## config.mk

```make
export PLATFORM = sky130hd
export DESIGN_NAME = core_datapath
export DESIGN_NICKNAME = d
export VERILOG_FILES = /design/src/core_pkg.sv /design/src/core_alu.sv /design/src/core_datapath.sv
export SDC_FILE = /design/constraint.sdc
export NUM_CORES = 1
export LEC_CHECK = 0
export ABC_AREA = 0
export ABC_CLOCK_PERIOD_IN_PS = 5100
export BUFFER_PORTS_ARGS = -buffer_cell sky130_fd_sc_hd__buf_2
export CAP_MARGIN = 0
export CORE_ASPECT_RATIO = 0.5
export CORE_MARGIN = 2
export CORE_UTILIZATION = 55
export DETAILED_ROUTE_END_ITERATION = 7
export PLACE_DENSITY_LB_ADDON = 0.3
export SETUP_SLACK_MARGIN = 0.02
export SLEW_MARGIN = 10
export SYNTH_ARGS = -nofsm -noshare
export SYNTH_HDL_FRONTEND = slang
export SYNTH_HIERARCHICAL = 1
export SYNTH_SLANG_ARGS = --single-unit
```

## constraint.sdc

```tcl
create_clock -name clk -period 5.1 [get_ports clk]
set_input_delay 0.255 -clock clk [delete_from_list [all_inputs] [get_ports clk]]
set_output_delay 0.255 -clock clk [all_outputs]
set_load 0.05 [all_outputs]
```

## src/core_pkg.sv

```systemverilog
// constants, opcode decodes and carrier types for the 8-bit core datapath
// assumes a synchronous program memory and a byte-wide data register file
// How it works
// RULE1: one whole 14-bit word is fetched each cycle over a program bus apart from the data bus.
// RULE2: fetch of the next word overlaps execution of the current one, so plain instructions take one cycle.
// RULE3: program space is 512 or 1K words of 14 bits, all inside the device.
// RULE4: special registers, the program counter among them, sit in the data map, reachable directly and indirectly.
// RULE5: the arithmetic unit is 8 bits wide and adds, subtracts, shifts and does logic.
// RULE6: arithmetic is two's complement unless an instruction says otherwise.
// RULE7: two-operand work takes the accumulator and either a file register or a literal.
// RULE8: single-operand work takes either the accumulator or a file register.
// RULE9: the accumulator is 8 bits and has no data address.
// RULE10: carry, digit carry and zero in the flags register update as the instruction dictates.
// RULE11: in subtraction carry and digit carry are inverted borrows out of bit 7 and bit 3.
// RULE12: a branch flushes the fetched word and costs one extra refill cycle.
`default_nettype none
package core_pkg;
    localparam int INSN_W = 14;
    localparam int DATA_W = 8;
    localparam int FADDR_W = 7;
    localparam int PC_W_SMALL = 9;
    localparam int PC_W_LARGE = 10;
    localparam logic [INSN_W-1:0] NOP_WORD = 14'h0000;
    // special locations in the data map
    localparam logic [FADDR_W-1:0] ADDR_INDIRECT = 7'h00;
    localparam logic [FADDR_W-1:0] ADDR_PCL = 7'h02;
    localparam logic [FADDR_W-1:0] ADDR_FLAGS = 7'h03;
    localparam logic [FADDR_W-1:0] ADDR_POINTER = 7'h04;
    localparam logic [FADDR_W-1:0] ADDR_PCHIGH = 7'h0A;
    // flag bit positions
    localparam int FLAG_C = 0;
    localparam int FLAG_DC = 1;
    localparam int FLAG_Z = 2;
    localparam logic [DATA_W-1:0] FLAGS_RST = 8'h18;
    localparam logic [DATA_W-1:0] POINTER_RST = 8'h00;
    localparam logic [DATA_W-1:0] PCHIGH_RST = 8'h00;

    typedef enum logic [3:0]
    {
        OP_PASS = 4'h0, OP_ADD = 4'h1, OP_SUB = 4'h2, OP_AND = 4'h3,
        OP_IOR = 4'h4, OP_XOR = 4'h5, OP_COM = 4'h6, OP_INC = 4'h7,
        OP_DEC = 4'h8, OP_RLF = 4'h9, OP_RRF = 4'hA, OP_SWAP = 4'hB,
        OP_CLR = 4'hC, OP_BCF = 4'hD, OP_BSF = 4'hE
    } alu_op_t;

    // update masks: bit0 carry, bit1 digit carry, bit2 zero
    typedef struct packed
    {
        alu_op_t op;
        logic [2:0] upd;
    } alu_ctl_t;

    typedef struct packed
    {
        logic [DATA_W-1:0] a;
        logic [DATA_W-1:0] b;
        logic carry_in;
        logic [2:0] bit_sel;
    } alu_in_t;

    typedef struct packed
    {
        logic [DATA_W-1:0] res;
        logic c;
        logic dc;
        logic z;
    } alu_out_t;

    typedef struct packed
    {
        logic [FADDR_W-1:0] addr;
        logic [DATA_W-1:0] wdata;
        logic we;
    } file_req_t;

    typedef enum logic [1:0]
    {
        PIPE_RUN = 2'b01,
        PIPE_FLUSH = 2'b10
    } pipe_state_t;
endpackage
`default_nettype wire

```

## src/core_alu.sv

```systemverilog
// 8-bit arithmetic unit with carry, digit carry and zero
// assumes operands and control are settled within the cycle
`default_nettype none
module core_alu
    import core_pkg::*;
(
    input wire alu_ctl_t ctl,
    input wire alu_in_t din,
    output alu_out_t dout
);
    logic [DATA_W:0] sum;
    logic [4:0] nib;
    logic [DATA_W-1:0] bmask;
    logic [DATA_W-1:0] res;
    logic c;
    logic dc;

    assign bmask = 8'h01 << din.bit_sel;

    // RULE5 RULE6 arithmetic core
    always_comb
    begin
        sum = 9'h000;
        nib = 5'h00;
        res = din.a;
        c = din.carry_in;
        dc = 1'b0;
        case (ctl.op)
            OP_PASS: res = din.a;
            OP_ADD:
            begin
                sum = {1'b0, din.a} + {1'b0, din.b};
                nib = {1'b0, din.a[3:0]} + {1'b0, din.b[3:0]};
                res = sum[DATA_W-1:0];
                c = sum[DATA_W];
                dc = nib[4];
            end
            // RULE11 inverted borrow flags
            OP_SUB:
            begin
                sum = {1'b0, din.a} + {1'b0, ~din.b} + 9'h001;
                nib = {1'b0, din.a[3:0]} + {1'b0, ~din.b[3:0]} + 5'h01;
                res = sum[DATA_W-1:0];
                c = sum[DATA_W];
                dc = nib[4];
            end
            OP_AND: res = din.a & din.b;
            OP_IOR: res = din.a | din.b;
            OP_XOR: res = din.a ^ din.b;
            OP_COM: res = ~din.a;
            OP_INC: res = din.a + 8'h01;
            OP_DEC: res = din.a - 8'h01;
            OP_RLF:
            begin
                res = {din.a[6:0], din.carry_in};
                c = din.a[7];
            end
            OP_RRF:
            begin
                res = {din.carry_in, din.a[7:1]};
                c = din.a[0];
            end
            OP_SWAP: res = {din.a[3:0], din.a[7:4]};
            OP_CLR: res = 8'h00;
            OP_BCF: res = din.a & ~bmask;
            OP_BSF: res = din.a | bmask;
            default: res = din.a;
        endcase
    end

    assign dout.res = res;
    assign dout.c = c;
    assign dout.dc = dc;
    assign dout.z = (res == 8'h00);
endmodule
`default_nettype wire

```

## src/core_datapath.sv

```systemverilog
// fetch/execute core: pipeline, decode, accumulator, flags and special registers
// assumes program memory answers one cycle after the address, and the file
// register array answers reads combinationally and writes on the clock edge
`default_nettype none
module core_datapath
    import core_pkg::*;
#(
    parameter int PC_W = PC_W_LARGE
)
(
    input wire logic clk,
    input wire logic rst,
    output logic [PC_W-1:0] prog_addr,
    input wire logic [INSN_W-1:0] prog_data,
    output file_req_t file_req,
    input wire logic [DATA_W-1:0] file_rdata,
    output logic [DATA_W-1:0] acc_value,
    output logic [DATA_W-1:0] flags_value,
    output logic [PC_W-1:0] pc_value
);
    logic [PC_W-1:0] pc_q, pc_d;
    logic [INSN_W-1:0] ir;
    logic [DATA_W-1:0] acc_q, acc_d;
    logic [DATA_W-1:0] flags_q, flags_d;
    logic [DATA_W-1:0] ptr_q, ptr_d;
    logic [DATA_W-1:0] pch_q, pch_d;
    pipe_state_t st_q, st_d;

    alu_ctl_t ctl;
    alu_in_t ain;
    alu_out_t aout;

    // RULE1 RULE3 full word from a separate program bus, PC_W sizes the space
    assign prog_addr = pc_q;
    // RULE12 the word fetched under a branch is replaced by a no-op
    assign ir = (st_q == PIPE_FLUSH) ? NOP_WORD : prog_data;

    // instruction fields
    wire [1:0] grp = ir[13:12];
    wire [3:0] sub = ir[11:8];
    wire dest_f = ir[7];
    wire [FADDR_W-1:0] faddr_dir = ir[6:0];
    wire [DATA_W-1:0] lit = ir[7:0];
    wire [2:0] bitn = ir[9:7];

    wire is_byte = (grp == 2'b00);
    wire is_bit = (grp == 2'b01);
    wire is_ctl = (grp == 2'b10);
    wire is_lit = (grp == 2'b11);

    wire is_movwf = is_byte && (sub == 4'h0) && dest_f;
    wire is_clrw = is_byte && (sub == 4'h1) && !dest_f;
    wire is_goto = is_ctl && ir[11];
    wire is_retlw = is_lit && (ir[11:10] == 2'b01);
    wire is_bsf_c = is_bit && (ir[11:10] == 2'b01);
    wire is_btfss = is_bit && (ir[11:10] == 2'b11);
    wire is_btfsc = is_bit && (ir[11:10] == 2'b10);
    wire is_decfsz = is_byte && (sub == 4'hB);
    wire is_incfsz = is_byte && (sub == 4'hF);

    // RULE4 indirect access through the pointer location
    wire [FADDR_W-1:0] faddr = (faddr_dir == ADDR_INDIRECT) ? ptr_q[FADDR_W-1:0] : faddr_dir;

    // RULE4 special registers answer from the core, the rest from the file
    logic [DATA_W-1:0] fval;
    always_comb
    begin
        case (faddr)
            ADDR_PCL: fval = pc_q[7:0];
            ADDR_FLAGS: fval = flags_q;
            ADDR_POINTER: fval = ptr_q;
            ADDR_PCHIGH: fval = pch_q;
            default: fval = file_rdata;
        endcase
    end

    function automatic alu_op_t byte_op(input logic [3:0] s);
        case (s)
            4'h0: byte_op = OP_PASS;
            4'h1: byte_op = OP_CLR;
            4'h2: byte_op = OP_SUB;
            4'h3: byte_op = OP_DEC;
            4'h4: byte_op = OP_IOR;
            4'h5: byte_op = OP_AND;
            4'h6: byte_op = OP_XOR;
            4'h7: byte_op = OP_ADD;
            4'h8: byte_op = OP_PASS;
            4'h9: byte_op = OP_COM;
            4'hA: byte_op = OP_INC;
            4'hB: byte_op = OP_DEC;
            4'hC: byte_op = OP_RRF;
            4'hD: byte_op = OP_RLF;
            4'hE: byte_op = OP_SWAP;
            4'hF: byte_op = OP_INC;
            default: byte_op = OP_PASS;
        endcase
    endfunction

    function automatic logic [2:0] byte_upd(input logic [3:0] s);
        case (s)
            4'h1, 4'h3, 4'h4, 4'h5, 4'h6, 4'h8, 4'h9, 4'hA: byte_upd = 3'h4;
            4'h2, 4'h7: byte_upd = 3'h7;
            4'hC, 4'hD: byte_upd = 3'h1;
            default: byte_upd = 3'h0;
        endcase
    endfunction

    function automatic alu_op_t lit_op(input logic [3:0] s);
        case (s[3:1])
            3'b100: lit_op = OP_IOR;
            3'b101: lit_op = OP_AND;
            3'b110: lit_op = OP_XOR;
            3'b111: lit_op = s[0] ? OP_ADD : OP_SUB;
            default: lit_op = OP_PASS;
        endcase
    endfunction

    // RULE7 RULE8 operand steering; subtraction takes the accumulator off the other side
    always_comb
    begin
        ctl.op = OP_PASS;
        ctl.upd = 3'h0;
        ain.a = fval;
        ain.b = acc_q;
        ain.carry_in = flags_q[FLAG_C];
        ain.bit_sel = bitn;
        if (is_byte && !is_movwf)
        begin
            ctl.op = byte_op(sub);
            ctl.upd = byte_upd(sub);
            if (sub == 4'h0 || sub == 4'h1)
                ain.a = acc_q;
        end
        else if (is_bit && !ir[11])
        begin
            ctl.op = is_bsf_c ? OP_BSF : OP_BCF;
        end
        else if (is_lit)
        begin
            ctl.op = lit_op(sub);
            ain.a = lit;
            // only the two arithmetic literal forms touch carry; a return literal leaves flags
            if (sub[3:1] == 3'b111)
                ctl.upd = 3'h7;
            else if (sub[3])
                ctl.upd = 3'h4;
        end
    end

    core_alu u_alu
    (
        .ctl(ctl),
        .din(ain),
        .dout(aout)
    );

    wire alu_writes_f = (is_byte && dest_f && !(sub == 4'h0 && !is_movwf)) || (is_bit && !ir[11]);
    wire [DATA_W-1:0] wval = is_movwf ? acc_q : aout.res;
    wire skip = (is_btfsc && !fval[bitn]) || (is_btfss && fval[bitn])
        || ((is_decfsz || is_incfsz) && aout.z);
    wire pc_write = alu_writes_f && (faddr == ADDR_PCL);
    wire branch = is_ctl || is_retlw || skip || pc_write;

    // RULE9 accumulator only changes through instruction destinations
    always_comb
    begin
        acc_d = acc_q;
        if ((is_byte && !dest_f && sub != 4'h0) || is_clrw)
            acc_d = aout.res;
        else if (is_lit)
            acc_d = aout.res;
    end

    // RULE10 flags follow the per-instruction update mask
    always_comb
    begin
        flags_d = flags_q;
        if (alu_writes_f && faddr == ADDR_FLAGS)
            flags_d = wval;
        if (ctl.upd[0])
            flags_d[FLAG_C] = aout.c;
        if (ctl.upd[1])
            flags_d[FLAG_DC] = aout.dc;
        if (ctl.upd[2])
            flags_d[FLAG_Z] = aout.z;
    end

    assign ptr_d = (alu_writes_f && faddr == ADDR_POINTER) ? wval : ptr_q;
    assign pch_d = (alu_writes_f && faddr == ADDR_PCHIGH) ? wval : pch_q;

    // full-width targets, cut to the program space below
    wire [12:0] goto_full = {pch_q[4:3], ir[10:0]};
    wire [2*DATA_W-1:0] pcl_full = {pch_q, wval};

    // RULE2 the next address is always fetching while this word executes
    always_comb
    begin
        pc_d = pc_q + PC_W'(1);
        if (is_goto || (is_ctl && !ir[11]))
            pc_d = goto_full[PC_W-1:0];
        else if (pc_write)
            pc_d = pcl_full[PC_W-1:0];
    end

    // RULE12 any branch spends one refill cycle
    assign st_d = branch ? PIPE_FLUSH : PIPE_RUN;

    assign file_req.addr = faddr;
    assign file_req.wdata = wval;
    assign file_req.we = (alu_writes_f || is_movwf) && (st_q == PIPE_RUN);

    always_ff @(posedge clk or posedge rst)
    begin
        if (rst)
        begin
            pc_q <= '0;
            acc_q <= 8'h00;
            flags_q <= FLAGS_RST;
            ptr_q <= POINTER_RST;
            pch_q <= PCHIGH_RST;
            st_q <= PIPE_FLUSH;
        end
        else
        begin
            pc_q <= pc_d;
            acc_q <= acc_d;
            flags_q <= flags_d;
            ptr_q <= ptr_d;
            pch_q <= pch_d;
            st_q <= st_d;
        end
    end

    assign acc_value = acc_q;
    assign flags_value = flags_q;
    assign pc_value = pc_q;
endmodule
`default_nettype wire

```

After elaboration in Yosys (flattened, before gate mapping):

Memories as Yosys holds them, arrays and structs flattened.
Index checks and enable logic that the tools add are counted.

* bitwise gates (word level): 9
* add/sub/neg operators: 9
* magnitude comparators: 1
* equal/unequal tests: 34
* reduce and logical (&&, ||, !) cells: 53
* shift operators: 1
* muxes and demuxes: 31

Operators by type and width (number)
* $pmux 8 s14: 1
* $mux 8: 7
* $eq 4x4->1 const B: 9
* $pmux 8 s4: 1
* $logic_and 1x1->1: 27
* $not 8->8: 3
* $mux 10: 2
* $add 8x8->9: 2
* $and 8x8->8: 2
* $eq 4x3->1 const B: 4
* $or 8x8->8: 2
* $eq 7x2->1 const B: 2
* $mux 14: 1
* $mux 7: 2
* $eq 3x3->1 const B: 4
* $mux 3: 4
* $pmux 3 s4: 1
* $logic_or 1x1->1: 11
* $add 10x1->10 const B: 1
* $add 4x4->5: 2
* $eq 2x2->1 const B: 5
* $add 9x1->9 const B: 1
* $add 8x1->8 const B: 1
* $eq 4x1->1 const B: 2
* other kinds (26): 41

* memories kept: 2
* bits of input ports: 24
* memory bits (read-only): 112
* register bits: 44
* output and inout bits: 52

Memory list
* (no name shown): words 16, bits a word 4, rd ports 1, clocked after memory_dff 0, wr ports 0, line core_datapath.sv:78 `case (s)`
* (no name shown): words 16, bits a word 3, rd ports 1, clocked after memory_dff 0, wr ports 0, line core_datapath.sv:100 `case (s)`

Longest topological paths before layout:

* depth after elaboration: 18
* gate-level depth with buffers: 28
* mapped depth without buffers: 25

Hierarchy:

The synthesis kept the hierarchy.

By module, submodules not included
* core_datapath: area each 3619.7 um2, cells each 467, instances 1
* core_alu: area each 2389.8 um2, cells each 349, instances 1

Worst setup path after synthesis:

Ideal clock, no wire load.

* path kind: register to register
* start point: reg st_q[1]
* end point: reg st_q[0]
* slack: -429 ps
* period minus slack after synthesis: 5529 ps
* arrival time: 5410 ps
* data required time: 4981 ps
* stages on the path, launching flop included: 26
* cells stage by stage: dfstp_2 nand2b_4 a221o_2 nor2_4 and3_4 o21a_1 buf_6 mux2i_1 nand2_1 o21ai_0 a21oi_1 clkbuf_1 inv_1 fa_1 a221oi_1 a21oi_1 o41ai_1 o221ai_1 a2111oi_1 o21ai_1 a211oi_2 a31oi_1 o22ai_1 nand2_1 o311a_1 and2_1

RTL lines
* from (decl): line core_datapath.sv:27 `pipe_state_t st_q, st_d;`
* from (signal assigned): line core_datapath.sv:230 `st_q <= st_d;`

==> run metrics <==
GRT busiest layer met2; Tightest Pin Transition 990 ps; Final HPWL DP 17,300 um; H-tree lvl count 2; status finished with violations; clock network power share 0.089; worst r2r path cells 27; Fin Setup TNS -2220 ps; Tcrit/Tclk final 1.09; Num CTS Buffers 5; WS Path Type reg2reg; Setup WS post-layout -440 ps; CP max stage delay 590 ps; dpl ws -572 ps; Worst Hold Class in2async; critical path's most frequent cell buf_6; detailed-route via count 7,628; critical path required time 5280 ps; Lkg Pwr 3.89 nW; Comb pwr share 0.767; GRT Util Overall 0.403; initial antenna violation count 0; met1 usage in global routing 0.538; final setup vio count 10; Ant. Diodes 0; switching part of the total 0.520; crit path max fanout 5; Period minus WS final 5540 ps; Post-Syn Area 6010 um^2; RePlAce Congestion 1.03; Sequential Power Share 0.143; Vias/cell 6.58; buffers and inverters on the worst path 5; Initial Utilization 0.577; final core utilization 0.829; vias in the first global route 7,094; Max Cap Viol 0; switching power 2.30 mW; die height 77.9 um; worst clock skew 4.58 ps; CP Capture Type register; clk_lat worst skew 290 ps; Post-Syn Instances 815; nets@finish 1,067; clk slew on worst S/H paths 70 ps; startpoint types register; slowest CP cell dfstp_2; P per Cell Area 513 nW/um^2; CTS Buffer Depth 2; placed cells 1,109; Rows 26; Arrival @ worst endpoint 5720 ps; CTS tree done; Critical Path Stages 27; DRT iter0 DRCs 978; clock root cell clkbuf_16; Buffers on Ports 75; syn nets 864; first-pass GRT wire length 37,700 um; core area 10,400 um^2; global routing usage on met3 0.0624; failing checks setup timing; Layout Cells excl Fill 1,159; Clock Sinks 44; peak supply drop 0.441 mV; Antenna Nets Post-Route 0; RSZ-0062 raised after global routing true; DR WL/cell 21.7 um; # hold bufs at CTS 0; delay-heaviest family, CP compound AO/OA/AOI/OAI gates; Die Span X 152 um; largest net degree at the start of global routing 45; DRT Pass-1 Iters 7; DRC Markers 0; wirelength, routed 25,200 um; GR Overflow Total 0; hold slack 190 ps; Post-Syn Area per Cell 7.37 um^2; M2 GR Usage 0.666; # IOs 76; Area Overhead vs Synth 43.8%; layout cells sized above 1 0.435; Final Max Slew Viols 0; die area 11,800 um^2; Hold Fails Final Rpt 0; highest clock rate 181 MHz; Synth Warn # 6; relative slew slack 0.339; P_int 2.12 mW
## area by class of cell
cell class | instances | area [um^2]
clock buffer | 6 | 139
clock inverter | 2 | 38.8
fill | 660 | 1780
inverter | 44 | 175
multi-input combinational | 646 | 4930
sequential | 44 | 1110
tap | 140 | 175
timing repair buffer | 277 | 2070
## metal layers
metal	wire length, um	vias up
met3	2710	110
met1	9840	3583
met5	0	-
li1	-	3394
met4	961	0
met2	11700	541
## worst paths after layout
kind                                       from  slack, ps                     to
min in group clk                   prog_data[1]        270  pc_value[1]$_DFF_PP0_
max                           st_q[1]$_DFF_PP1_       -440      st_q[0]$_DFF_PP0_
min reg2reg                pch_q[3]$_DFFE_PP0P_        500   pch_q[3]$_DFFE_PP0P_
max reg2reg                   st_q[1]$_DFF_PP1_       -440      st_q[0]$_DFF_PP0_
min                                         rst        190  pc_value[4]$_DFF_PP0_
max in group asynchronous                   rst       4220      st_q[0]$_DFF_PP0_
## what timing repair did
item | CTS | global route
endpoints found under the setup margin | 23 | 31
gates resized for setup | 99 | 90
buffers inserted | 26 | 19
pin swaps | 32 | 40
## power by group through the flow
stage	Clock (mW)	Sequential, mW	Combinational (mW)
after floorplan	0	0.708	1.67
final	0.395	0.634	3.40
after global routing	0.408	0.639	3.59
after CTS	0.390	0.613	3.04
after detailed placement	0	0.616	2.69
after global placement	0	0.611	2.65
## worst register-to-register path, cell delays in order, from the launching register on
cell,delay (ps)
dfstp_2,590
nand2b_4,100
a221oi_4,360
buf_4,180
nor2_4,50
and3_4,190
o21a_4,230
mux2i_4,200
buf_6,130
nand2_2,60
o21ai_2,70
a21oi_2,180
buf_12,140
buf_6,100
inv_4,30
fa_2,350
o31a_1,350
mux2i_2,250
nor3b_2,200
o211ai_1,140
a2111oi_2,390
o21ai_1,130
a211oi_2,320
a31oi_1,160
o22ai_1,180
nand2_1,70
o311a_1,110
and2_1,150
## flip-flops by register name, indices dropped and copies added, names as in the netlist
signal / flops
acc_value: 8
flags_value: 8
pc_value: 10
pch_q: 8
ptr_q: 8
st_q: 2
## cell usage in the layout, fill, tap and decap left out, types with 12 or more instances in the layout
cell / count
buf_2: 69
nor3_1: 15
inv_1: 33
dfrtp_1: 40
nor2_1: 57
nand2_1: 84
o21ai_1: 17
mux2_2: 13
buf_4: 184
o21ai_0: 52
o21ai_2: 12
mux2i_1: 21
nand3_1: 32
a21oi_1: 42
buf_6: 13
## stage by stage
step,power (mW),instance area (um^2)
2_1_floorplan,2.38,6060
3_5_place_dp,3.30,7400
4_1_cts,4.04,8160
6_report,4.43,8630
5_1_grt,4.63,8630
3_3_place_gp,3.26,7400
(Power assumes the default switching activity.)
